`src/design/hs_switch_pkg.sv`:
```
package hs_switch_pkg;

    localparam int CLK_HZ       = 40_000_000;
    localparam int TICK_US      = 100;
    localparam int TICK_CYCLES  = CLK_HZ / 1_000_000 * TICK_US;
    localparam int TICK_W       = 12;

    localparam logic [6:0] ADDR_TIMER_A  = 7'h0C;
    localparam logic [6:0] ADDR_TIMER_B  = 7'h0D;
    localparam logic [6:0] ADDR_SHUTDOWN = 7'h10;
    localparam logic [6:0] ADDR_SRC_A    = 7'h14;
    localparam logic [6:0] ADDR_SRC_B    = 7'h15;

    localparam logic [7:0] REG_RESET     = 8'h00;
    localparam logic [7:0] TIMER_MASK    = 8'h77;
    localparam logic [7:0] SHUTDOWN_MASK = 8'h70;
    localparam logic [7:0] SRC_MASK      = 8'h77;

    localparam int ON_LSB            = 4;
    localparam int PER_LSB           = 0;
    localparam int OVERVOLT_DIS_BIT  = 6;
    localparam int UNDERVOLT_DIS_BIT = 5;
    localparam int REC_BIT           = 4;

    localparam logic [2:0] ON_STOP     = 3'h0;
    localparam logic [2:0] ON_HIGH     = 3'h6;
    localparam logic [2:0] PER_RSVD    = 3'h7;

    localparam logic [2:0] SRC_OFF     = 3'h0;
    localparam logic [2:0] SRC_ON      = 3'h1;
    localparam logic [2:0] SRC_TIMER_A = 3'h2;
    localparam logic [2:0] SRC_TIMER_B = 3'h3;
    localparam logic [2:0] SRC_DUTY_A  = 3'h4;
    localparam logic [2:0] SRC_DUTY_B  = 3'h5;

    localparam int ON_T1_US  = 100;
    localparam int ON_T2_US  = 300;
    localparam int ON_T3_US  = 1000;
    localparam int ON_T4_US  = 10000;
    localparam int ON_T5_US  = 20000;
    localparam int PER_T0_MS = 10;
    localparam int PER_T1_MS = 20;
    localparam int PER_T2_MS = 50;
    localparam int PER_T3_MS = 100;
    localparam int PER_T4_MS = 200;
    localparam int PER_T5_MS = 1000;
    localparam int PER_T6_MS = 2000;

    localparam int DUTY_STEPS   = 255;
    localparam int DUTY_LO_HZ   = 200;
    localparam int DUTY_HI_HZ   = 400;
    localparam int DUTY_LO_STEP = CLK_HZ / (DUTY_LO_HZ * DUTY_STEPS);
    localparam int DUTY_HI_STEP = CLK_HZ / (DUTY_HI_HZ * DUTY_STEPS);

    function automatic logic [14:0] on_ticks(input logic [2:0] code);
        case (code)
            3'h1:    on_ticks = 15'(ON_T1_US / TICK_US);
            3'h2:    on_ticks = 15'(ON_T2_US / TICK_US);
            3'h3:    on_ticks = 15'(ON_T3_US / TICK_US);
            3'h4:    on_ticks = 15'(ON_T4_US / TICK_US);
            3'h5:    on_ticks = 15'(ON_T5_US / TICK_US);
            default: on_ticks = 15'h0000;
        endcase
    endfunction

    function automatic logic [14:0] per_ticks(input logic [2:0] code);
        case (code)
            3'h0:    per_ticks = 15'(PER_T0_MS * 1000 / TICK_US);
            3'h1:    per_ticks = 15'(PER_T1_MS * 1000 / TICK_US);
            3'h2:    per_ticks = 15'(PER_T2_MS * 1000 / TICK_US);
            3'h3:    per_ticks = 15'(PER_T3_MS * 1000 / TICK_US);
            3'h4:    per_ticks = 15'(PER_T4_MS * 1000 / TICK_US);
            3'h5:    per_ticks = 15'(PER_T5_MS * 1000 / TICK_US);
            3'h6:    per_ticks = 15'(PER_T6_MS * 1000 / TICK_US);
            default: per_ticks = 15'h0000;
        endcase
    endfunction

endpackage

```
`src/design/high_side_switch_cyclic_control.sv`:
```
// Notes on behaviour
// - timer b on-time codes 1..5 give 0.1/0.3/1/10/20 ms; 0 stops low; 7 reserved.
// - on-time code 110 halts timer b and holds its switches on.
// - timer b period codes 0..6 give 10/20/50/100/200/1000/2000 ms; 7 reserved.
// - software assigns a timer first; writing a running on-time starts it.
// - restart clear with cyclic sensing also clears that timer's fields.
// - reserved bits of timer, shutdown and switch registers read zero.
// - bit 6 zero shuts all switches on overvoltage; one suppresses it.
// - bit 5 zero shuts all switches on undervoltage; one suppresses it.
// - bit 4 one restores switches after supply fault, zero leaves them off.
// - first source register: bits 2:0 switch one, 6:4 switch two, six codes.
// - second source register: bits 2:0 switch three, 6:4 switch four.
// - overcurrent or overtemperature clears that switch's source field to off.
// - power-on and soft reset load zero into all five registers.
// - timer a uses timer b's codes in its own register.
// - duty value is a fraction of 255; zero off, all ones always on.
// - duty rate select 0 gives 200 Hz, 1 gives 400 Hz.
`timescale 1ns/1ps
module high_side_switch_cyclic_control (
    input  wire logic       mclk,
    input  wire logic       srst,
    input  wire logic       soft_reset,
    input  wire logic [6:0] reg_addr,
    input  wire logic [7:0] reg_wdata,
    input  wire logic       reg_write,
    output logic      [7:0] reg_rdata,
    input  wire logic       overvoltage,
    input  wire logic       undervoltage,
    input  wire logic [3:0] overcurrent,
    input  wire logic [3:0] overtemperature,
    input  wire logic       restart_clear,
    input  wire logic       cyclic_sense_a,
    input  wire logic       cyclic_sense_b,
    input  wire logic [7:0] duty_value_a,
    input  wire logic [7:0] duty_value_b,
    input  wire logic       duty_rate_select_a,
    input  wire logic       duty_rate_select_b,
    output logic      [3:0] switch_output
);
    localparam int TW = hs_switch_pkg::TICK_W - 1;

    logic [7:0] cyclic_timer_a_control;
    logic [7:0] cyclic_timer_b_control;
    logic [7:0] switch_shutdown_control;
    logic [7:0] switch_source_select_a;
    logic [7:0] switch_source_select_b;
    logic [7:0] next_timer_a;
    logic [7:0] next_timer_b;
    logic [7:0] next_shutdown;
    logic [7:0] next_src_a;
    logic [7:0] next_src_b;
    logic [7:0] next_rdata;
    logic [3:0] next_switch;
    logic [3:0] clear_field;
    logic       supply_shut;
    logic       supply_shut_q;
    logic       fault_end;
    logic [TW:0] tick_count;
    logic [TW:0] next_tick_count;
    logic       tick;
    logic       timer_a_out;
    logic       timer_b_out;
    logic [9:0] duty_pre      [2];
    logic [9:0] next_duty_pre [2];
    logic [7:0] duty_phase      [2];
    logic [7:0] next_duty_phase [2];
    logic [1:0] duty_out;
    logic [1:0] duty_rate;
    logic [7:0] duty_val [2];

    function automatic logic drive_from(input logic [2:0] code, input logic ta, input logic tb,
                                        input logic [1:0] duty);
        case (code)
            hs_switch_pkg::SRC_ON:      drive_from = 1'b1;
            hs_switch_pkg::SRC_TIMER_A: drive_from = ta;
            hs_switch_pkg::SRC_TIMER_B: drive_from = tb;
            hs_switch_pkg::SRC_DUTY_A:  drive_from = duty[0];
            hs_switch_pkg::SRC_DUTY_B:  drive_from = duty[1];
            default:                    drive_from = 1'b0;
        endcase
    endfunction

    // shared 0.1 ms timebase
    always_comb begin
        tick            = (tick_count == (TW + 1)'(hs_switch_pkg::TICK_CYCLES - 1));
        next_tick_count = tick ? '0 : tick_count + 1'b1;
    end

    cyclic_timer timer_a (
        .mclk         (mclk),
        .srst         (srst),
        .tick         (tick),
        .on_code      (cyclic_timer_a_control[hs_switch_pkg::ON_LSB +: 3]),
        .per_code     (cyclic_timer_a_control[hs_switch_pkg::PER_LSB +: 3]),
        .timer_output (timer_a_out)
    );

    cyclic_timer timer_b (
        .mclk         (mclk),
        .srst         (srst),
        .tick         (tick),
        .on_code      (cyclic_timer_b_control[hs_switch_pkg::ON_LSB +: 3]),
        .per_code     (cyclic_timer_b_control[hs_switch_pkg::PER_LSB +: 3]),
        .timer_output (timer_b_out)
    );

    // duty generators: 255 steps per cycle, step length set by rate select
    always_comb begin
        duty_rate   = {duty_rate_select_b, duty_rate_select_a};
        duty_val[0] = duty_value_a;
        duty_val[1] = duty_value_b;
        for (int i = 0; i < 2; i++) begin
            if (duty_pre[i] >= (duty_rate[i] ? 10'(hs_switch_pkg::DUTY_HI_STEP - 1)
                                             : 10'(hs_switch_pkg::DUTY_LO_STEP - 1))) begin
                next_duty_pre[i]   = 10'h000;
                next_duty_phase[i] = (duty_phase[i] == 8'(hs_switch_pkg::DUTY_STEPS - 1))
                                     ? 8'h00 : duty_phase[i] + 8'h01;
            end else begin
                next_duty_pre[i]   = duty_pre[i] + 10'h001;
                next_duty_phase[i] = duty_phase[i];
            end
            // phase never reaches 255, so full scale stays on
            duty_out[i] = (duty_phase[i] < duty_val[i]);
        end
    end

    always_comb begin
        supply_shut = (overvoltage  && !switch_shutdown_control[hs_switch_pkg::OVERVOLT_DIS_BIT])
                   || (undervoltage && !switch_shutdown_control[hs_switch_pkg::UNDERVOLT_DIS_BIT]);
        fault_end   = supply_shut_q && !supply_shut;
        clear_field = overcurrent | overtemperature;

        next_timer_a  = cyclic_timer_a_control;
        next_timer_b  = cyclic_timer_b_control;
        next_shutdown = switch_shutdown_control;
        next_src_a    = switch_source_select_a;
        next_src_b    = switch_source_select_b;
        if (reg_write) begin
            case (reg_addr)
                hs_switch_pkg::ADDR_TIMER_A:  next_timer_a  = reg_wdata & hs_switch_pkg::TIMER_MASK;
                hs_switch_pkg::ADDR_TIMER_B:  next_timer_b  = reg_wdata & hs_switch_pkg::TIMER_MASK;
                hs_switch_pkg::ADDR_SHUTDOWN: next_shutdown = reg_wdata & hs_switch_pkg::SHUTDOWN_MASK;
                hs_switch_pkg::ADDR_SRC_A:    next_src_a    = reg_wdata & hs_switch_pkg::SRC_MASK;
                hs_switch_pkg::ADDR_SRC_B:    next_src_b    = reg_wdata & hs_switch_pkg::SRC_MASK;
                default: ;
            endcase
        end
        if (restart_clear) begin
            next_src_a = hs_switch_pkg::REG_RESET;
            next_src_b = hs_switch_pkg::REG_RESET;
            // stale timer settings would fake a sensed switch
            if (cyclic_sense_a) begin
                next_timer_a = hs_switch_pkg::REG_RESET;
            end
            if (cyclic_sense_b) begin
                next_timer_b = hs_switch_pkg::REG_RESET;
            end
        end
        if (fault_end && !switch_shutdown_control[hs_switch_pkg::REC_BIT]) begin
            next_src_a = hs_switch_pkg::REG_RESET;
            next_src_b = hs_switch_pkg::REG_RESET;
        end
        // hardware clear beats a same-cycle write
        if (clear_field[0]) next_src_a[2:0] = hs_switch_pkg::SRC_OFF;
        if (clear_field[1]) next_src_a[6:4] = hs_switch_pkg::SRC_OFF;
        if (clear_field[2]) next_src_b[2:0] = hs_switch_pkg::SRC_OFF;
        if (clear_field[3]) next_src_b[6:4] = hs_switch_pkg::SRC_OFF;
        if (soft_reset) begin
            next_timer_a  = hs_switch_pkg::REG_RESET;
            next_timer_b  = hs_switch_pkg::REG_RESET;
            next_shutdown = hs_switch_pkg::REG_RESET;
            next_src_a    = hs_switch_pkg::REG_RESET;
            next_src_b    = hs_switch_pkg::REG_RESET;
        end

        case (reg_addr)
            hs_switch_pkg::ADDR_TIMER_A:  next_rdata = cyclic_timer_a_control;
            hs_switch_pkg::ADDR_TIMER_B:  next_rdata = cyclic_timer_b_control;
            hs_switch_pkg::ADDR_SHUTDOWN: next_rdata = switch_shutdown_control;
            hs_switch_pkg::ADDR_SRC_A:    next_rdata = switch_source_select_a;
            hs_switch_pkg::ADDR_SRC_B:    next_rdata = switch_source_select_b;
            default:                      next_rdata = 8'h00;
        endcase

        next_switch[0] = drive_from(switch_source_select_a[2:0], timer_a_out, timer_b_out, duty_out);
        next_switch[1] = drive_from(switch_source_select_a[6:4], timer_a_out, timer_b_out, duty_out);
        next_switch[2] = drive_from(switch_source_select_b[2:0], timer_a_out, timer_b_out, duty_out);
        next_switch[3] = drive_from(switch_source_select_b[6:4], timer_a_out, timer_b_out, duty_out);
        if (supply_shut) begin
            next_switch = 4'h0;
        end
    end

    always_ff @(posedge mclk) begin
        if (srst) begin
            cyclic_timer_a_control  <= hs_switch_pkg::REG_RESET;
            cyclic_timer_b_control  <= hs_switch_pkg::REG_RESET;
            switch_shutdown_control <= hs_switch_pkg::REG_RESET;
            switch_source_select_a  <= hs_switch_pkg::REG_RESET;
            switch_source_select_b  <= hs_switch_pkg::REG_RESET;
            supply_shut_q           <= 1'b0;
            reg_rdata               <= 8'h00;
            switch_output           <= 4'h0;
            tick_count              <= '0;
            duty_pre                <= '{2{10'h000}};
            duty_phase              <= '{2{8'h00}};
        end else begin
            cyclic_timer_a_control  <= next_timer_a;
            cyclic_timer_b_control  <= next_timer_b;
            switch_shutdown_control <= next_shutdown;
            switch_source_select_a  <= next_src_a;
            switch_source_select_b  <= next_src_b;
            supply_shut_q           <= supply_shut;
            reg_rdata               <= next_rdata;
            switch_output           <= next_switch;
            tick_count              <= next_tick_count;
            duty_pre                <= next_duty_pre;
            duty_phase              <= next_duty_phase;
        end
    end
endmodule // high_side_switch_cyclic_control

```
`src/design/cyclic_timer.sv`:
```
`timescale 1ns/1ps
module cyclic_timer (
    input  wire logic       mclk,
    input  wire logic       srst,
    input  wire logic       tick,
    input  wire logic [2:0] on_code,
    input  wire logic [2:0] per_code,
    output logic            timer_output
);
    typedef enum logic [2:0] {
        ST_STOP = 3'b001,
        ST_HIGH = 3'b010,
        ST_RUN  = 3'b100
    } timer_state_t;

    timer_state_t state;
    timer_state_t next_state;
    logic [14:0]  count;
    logic [14:0]  next_count;
    logic [5:0]   cfg;
    logic         next_out;
    logic         runnable;
    logic         cfg_changed;

    always_comb begin
        runnable    = (on_code != hs_switch_pkg::ON_STOP) && (on_code < hs_switch_pkg::ON_HIGH)
                      && (per_code != hs_switch_pkg::PER_RSVD);
        cfg_changed = (cfg != {on_code, per_code});
        if (runnable) begin
            next_state = ST_RUN;
        end else if (on_code == hs_switch_pkg::ON_HIGH) begin
            next_state = ST_HIGH;
        end else begin
            next_state = ST_STOP;
        end
        // a new setting restarts the cycle with the on phase
        if (next_state != ST_RUN || state != ST_RUN || cfg_changed) begin
            next_count = 15'h0000;
        end else if (tick) begin
            next_count = (count == hs_switch_pkg::per_ticks(per_code) - 15'h0001) ? 15'h0000 : count + 15'h0001;
        end else begin
            next_count = count;
        end
        case (next_state)
            ST_RUN:  next_out = (next_count < hs_switch_pkg::on_ticks(on_code));
            ST_HIGH: next_out = 1'b1;
            ST_STOP: next_out = 1'b0;
            default: next_out = 1'b0;
        endcase
    end

    always_ff @(posedge mclk) begin
        if (srst) begin
            state        <= ST_STOP;
            count        <= 15'h0000;
            cfg          <= 6'h00;
            timer_output <= 1'b0;
        end else begin
            state        <= next_state;
            count        <= next_count;
            cfg          <= {on_code, per_code};
            timer_output <= next_out;
        end
    end
endmodule // cyclic_timer

```
`config.mk`:
```
export PLATFORM = sky130hd
export DESIGN_NAME = high_side_switch_cyclic_control
export DESIGN_NICKNAME = d
export VERILOG_FILES = /design/src/design/hs_switch_pkg.sv /design/src/design/high_side_switch_cyclic_control.sv /design/src/design/cyclic_timer.sv
export SDC_FILE = /design/constraint.sdc
export NUM_CORES = 1
export LEC_CHECK = 0
export BUFFER_PORTS_ARGS = -buffer_cell sky130_fd_sc_hd__buf_2
export CAP_MARGIN = 20
export CORE_MARGIN = 5
export CORE_UTILIZATION = 45
export CTS_CLUSTER_SIZE = 40
export DETAILED_ROUTE_END_ITERATION = 8
export PLACE_DENSITY = 0.62
export SLEW_MARGIN = 20
export SYNTH_ARGS = -nofsm -noshare
export SYNTH_HDL_FRONTEND = slang
export SYNTH_SLANG_ARGS = --single-unit
export TNS_END_PERCENT = 50
```
`constraint.sdc`:
```
create_clock -name mclk -period 3.4 [get_ports mclk]
set_input_delay 0.68 -clock mclk [delete_from_list [all_inputs] [get_ports mclk]]
set_output_delay 0.68 -clock mclk [all_outputs]
set_load 0.005 [all_outputs]
```
==> impl_metrics.py <==
metrics = {
    "floorplan": {
        "io_pins": 62,
        "dieWidth_um": 142,
        "core_um2": 17200,
        "dieArea_um2": 20300,
        "rows": 48,
        "fp.dieH_um": 142,
        "start_util": 0.457,
    },
    "placed_design": {
        "io_buffers": 59,
        "place_inst": 1222,
        "place.detailed.hpwl_mm": 13.7,
        "placed_area_um2": 8530,
        "place_congestion": 0.818,
    },
    "worst_setup_path": {
        "crit_type": "reg2reg",
        "crit_path_start_kind": "register",
        "path_depth": 15,
        "end_kind": "register",
        "rrSetupSlack_ps": 90,
        "reg2reg_depth": 15,
        "cpLargestDelayFamily": "compound AO/OA/AOI/OAI gates",
        "r2r_end": "timer_a.timer_output$_SDFF_PP0_",
        "setup.worst_path.start": "cyclic_timer_a_control[2]$_SDFF_PP0_",
        "worstPathMaxFanout": 6,
        "endpoint": "timer_a.timer_output$_SDFF_PP0_",
        "worstPathArrival_ps": 3630,
        "path_cells": "clkinvlp_4 -> ha_4 -> nand2b_4 -> a21oi_2 -> xnor2_1 -> or4_4 -> o41ai_4 -> buf_4 -> nor2_2 -> ha_1 -> o21ai_2 -> o31ai_1 -> nand2b_1 -> a31oi_1 -> o21bai_1",
        "max_stage_delay_ps": 550,
        "rr_startpoint": "cyclic_timer_a_control[2]$_SDFF_PP0_",
        "critical_path.slowest_cell": "or4_4",
        "worstPathRequired_ps": 3710,
        "cp_num_buf_inv": 2,
    },
    "detailed_routing": {
        "vias": 6795,
        "firstDrtPassIters": 5,
        "routed_wl_mm": 18.7,
        "wire_per_inst_um": 14.9,
        "drt_iter0_markers": 345,
        "via_per_inst": 5.39,
        "drc": 0,
        "drtAntennaViolNets": 0,
    },
    "cells_and_area": {
        "instances_no_fill": 1261,
        "nets": 1119,
        "area_growth_pct": 17.0,
        "drive_gt1_frac": 0.153,
        "design_area_um2": 9220,
        "final_util": 0.535,
        "diodes": 0,
    },
    "flow_run": {
        "max-cap-violations": 0,
    },
    "cts": {
        "clkTransAtPathRegs_ps": 60,
        "cts_buffers": 17,
        "clk-insertion-delay-late_ps": 430,
        "cts.sinks": 142,
        "cts_root_buf": "clkbuf_16",
        "cts_tree": "built",
        "cts.htree.levels": 4,
        "cts_max_path_buffers": 2,
        "cts_hold_buffers": 0,
    },
    "synth": {
        "syn_area_um2": 7880,
        "syn_avg_cell_area_um2": 8.22,
        "yosys_warnings": 0,
        "yosysTopAreaCell": "dfxtp_1",
        "yosys-top-cells-area": "dfxtp_1 (36%), ha_1 (7.3%), nor2_1 (7.1%)",
        "synthFlopType": "dfxtp_1",
        "yosys.cell_types.count": 72,
        "synthArstFlopShare": 0,
        "synth_enable_flop_cells": 0,
        "synth.top_cell.area_share": 0.361,
        "syn_nets": 1054,
        "ys_seq_area_frac": 0.361,
        "synth_seq_cells": 142,
        "syn-instance-count": 958,
    },
    "sta": {
        "timing.slew.headroom": 0.324,
        "finalSetupViolCount": 0,
        "finClkSkew_ps": 9.46,
        "period_share": 0.974,
        "report.final.hold_viol_count": 0,
        "fin_crit_ps": 3310,
        "slew_violations": 0,
        "fmax_ghz": 0.302,
        "rsz0062_at_grt": "yes",
        "tns_ps": 0,
        "worstMarginPinSlew_ps": 1010,
        "fin_hold_ws_ps": 439,
    },
    "grt": {
        "grt_pass1_vias": 6377,
        "grt_overflow": 0,
        "antenna_found_initial": 1,
        "grt_usage": 0.188,
        "grt_pass1_wl_mm": 31.2,
        "grt_max_degree": 27,
    },
    "power_and_ir_drop": {
        "peakVddDrop_mv": 0.326,
        "power_density_nw_per_um2": 395,
        "leakage_nw": 3.66,
    },
    "outcome": {
        "status": "complete, no violations",
    },
    "hold_path": {
        "hp-class": "reg2reg",
        "whs_path_depth": 1,
    },
}
-- cells in the mapped netlist (5+ instances only) --
library cell	n
a211oi_1	5
a21o_1	6
a21oi_1	47
a22oi_1	11
and3_1	18
buf_1	6
clkbuf_1	42
dfxtp_1	142
ha_1	46
inv_1	36
mux2i_1	24
nand2_1	71
nand2b_1	18
nand3_1	49
nand4_1	20
nor2_1	149
nor2b_1	15
nor3_1	20
nor4_1	12
o211ai_1	7
o21ai_0	22
o31ai_1	5
or3_1	7
or4_1	6
xnor2_1	34
xor2_1	55
-- placed cells by master (no fill, tap or decap), drive strengths merged, types with 5 or more instances in the layout --
master  count
xnor2      34
a21oi      47
buf        97
dfxtp     142
nor2b      15
nor4       13
nand3      49
and3       18
o21ai      22
mux2i      24
nand2      72
nand2b     18
clkbuf     22
nand4      20
nor3       21
clkinv      5
nor2      149
xor2       55
or3         7
a211oi      5
inv        36
a21o        6
or4         7
a22oi      11
ha         46
o211ai      7
o31ai       5
-- sequential cells by signal, indices dropped and copies added (netlist names), 3 cells and up --
signal,cells
timer_a.count,15
timer_b.state,3
switch_source_select_a,6
switch_source_select_b,6
tick_count,12
timer_b.cfg,6
duty_pre,20
duty_phase,16
timer_b.count,15
cyclic_timer_b_control,8
reg_rdata,8
timer_a.cfg,6
timer_a.state,3
switch_output,4
cyclic_timer_a_control,8
switch_shutdown_control,3
-- layout make-up --
type                            count  area, um2
Clock buffer                       22        464
Sequential cell                   142       2850
Inverter                           36        139
Clock inverter                     10        113
Tap cell                          225        282
Multi-Input combinational cell    729       4780
Timing Repair Buffer               97        588
Fill cell                        1627       8020
-- worst register-to-register path, delay by kind of cell (launching register included) --
| kind | cells | cell delay, ps |
|---|---|---|
| AND/OR/NAND/NOR | 4 | 810 |
| XOR/XNOR | 1 | 80 |
| AO/OA/AOI/OAI | 6 | 1070 |
| flip-flops | 1 | 370 |
| buffers and inverters | 2 | 290 |
| adder cells (fa/ha/maj) | 2 | 560 |
-- cells by family after synthesis --
logic type | synth area share
buffers and inverters | 0.0427
adder cells (fa/ha/maj) | 0.0743
XOR/XNOR | 0.0990
AO/OA/AOI/OAI | 0.127
multiplexers | 0.0319
AND/OR/NAND/NOR | 0.264
flip-flops | 0.361
-- worst min-delay path by stage --
stage                            start                      end  slack [ps]
2_1_floorplan  duty_pre[10]$_SDFF_PP0_  duty_pre[10]$_SDFF_PP0_         410
3_3_place_gp   duty_pre[10]$_SDFF_PP0_  duty_pre[10]$_SDFF_PP0_         430
3_5_place_dp   duty_pre[10]$_SDFF_PP0_  duty_pre[10]$_SDFF_PP0_         440
4_1_cts        duty_pre[10]$_SDFF_PP0_  duty_pre[10]$_SDFF_PP0_         450
5_1_grt        duty_pre[10]$_SDFF_PP0_  duty_pre[10]$_SDFF_PP0_         470
6_report       duty_pre[10]$_SDFF_PP0_  duty_pre[10]$_SDFF_PP0_         440
-- where the power goes --
| part | internal [mW] | leakage (nW) | switching [mW] | total (mW) |
|---|---|---|---|---|
| Clock | 1.12 | 0.280 | 0.720 | 1.84 |
| Sequential | 1.67 | 1.15 | 0.00885 | 1.68 |
| Combinational | 0.0470 | 2.23 | 0.0737 | 0.121 |
| Total | 2.84 | 3.66 | 0.802 | 3.64 |
-- per-layer routing --
layer | vias up | track usage | share of wire
met5 | - | 0 | 0.00069
met4 | 2 | 0.0570 | 0.017
li1 | 3470 | - | -
met3 | 26 | 0.0507 | 0.047
met1 | 3178 | 0.249 | 0.47
met2 | 119 | 0.302 | 0.47
-- metrics by stage --
stage	setup WS, ps	power [mW]
6_report	88.0	3.64
3_5_place_dp	-2.69	1.84
4_1_cts	2.61	3.68
5_1_grt	-66.2	3.78
2_1_floorplan	-87.9	1.78
3_3_place_gp	14.9	1.84
-- what timing repair did --
item | 4_1_cts | 5_1_grt
setup buffers | 1 | 6
endpoints found under the hold margin | 0 | 0
setup endpoints to repair | 1 | 2
resized for setup | 1 | 15
pin swaps | 5 | 15
No activity file was read; power rests on OpenSTA's default activity.
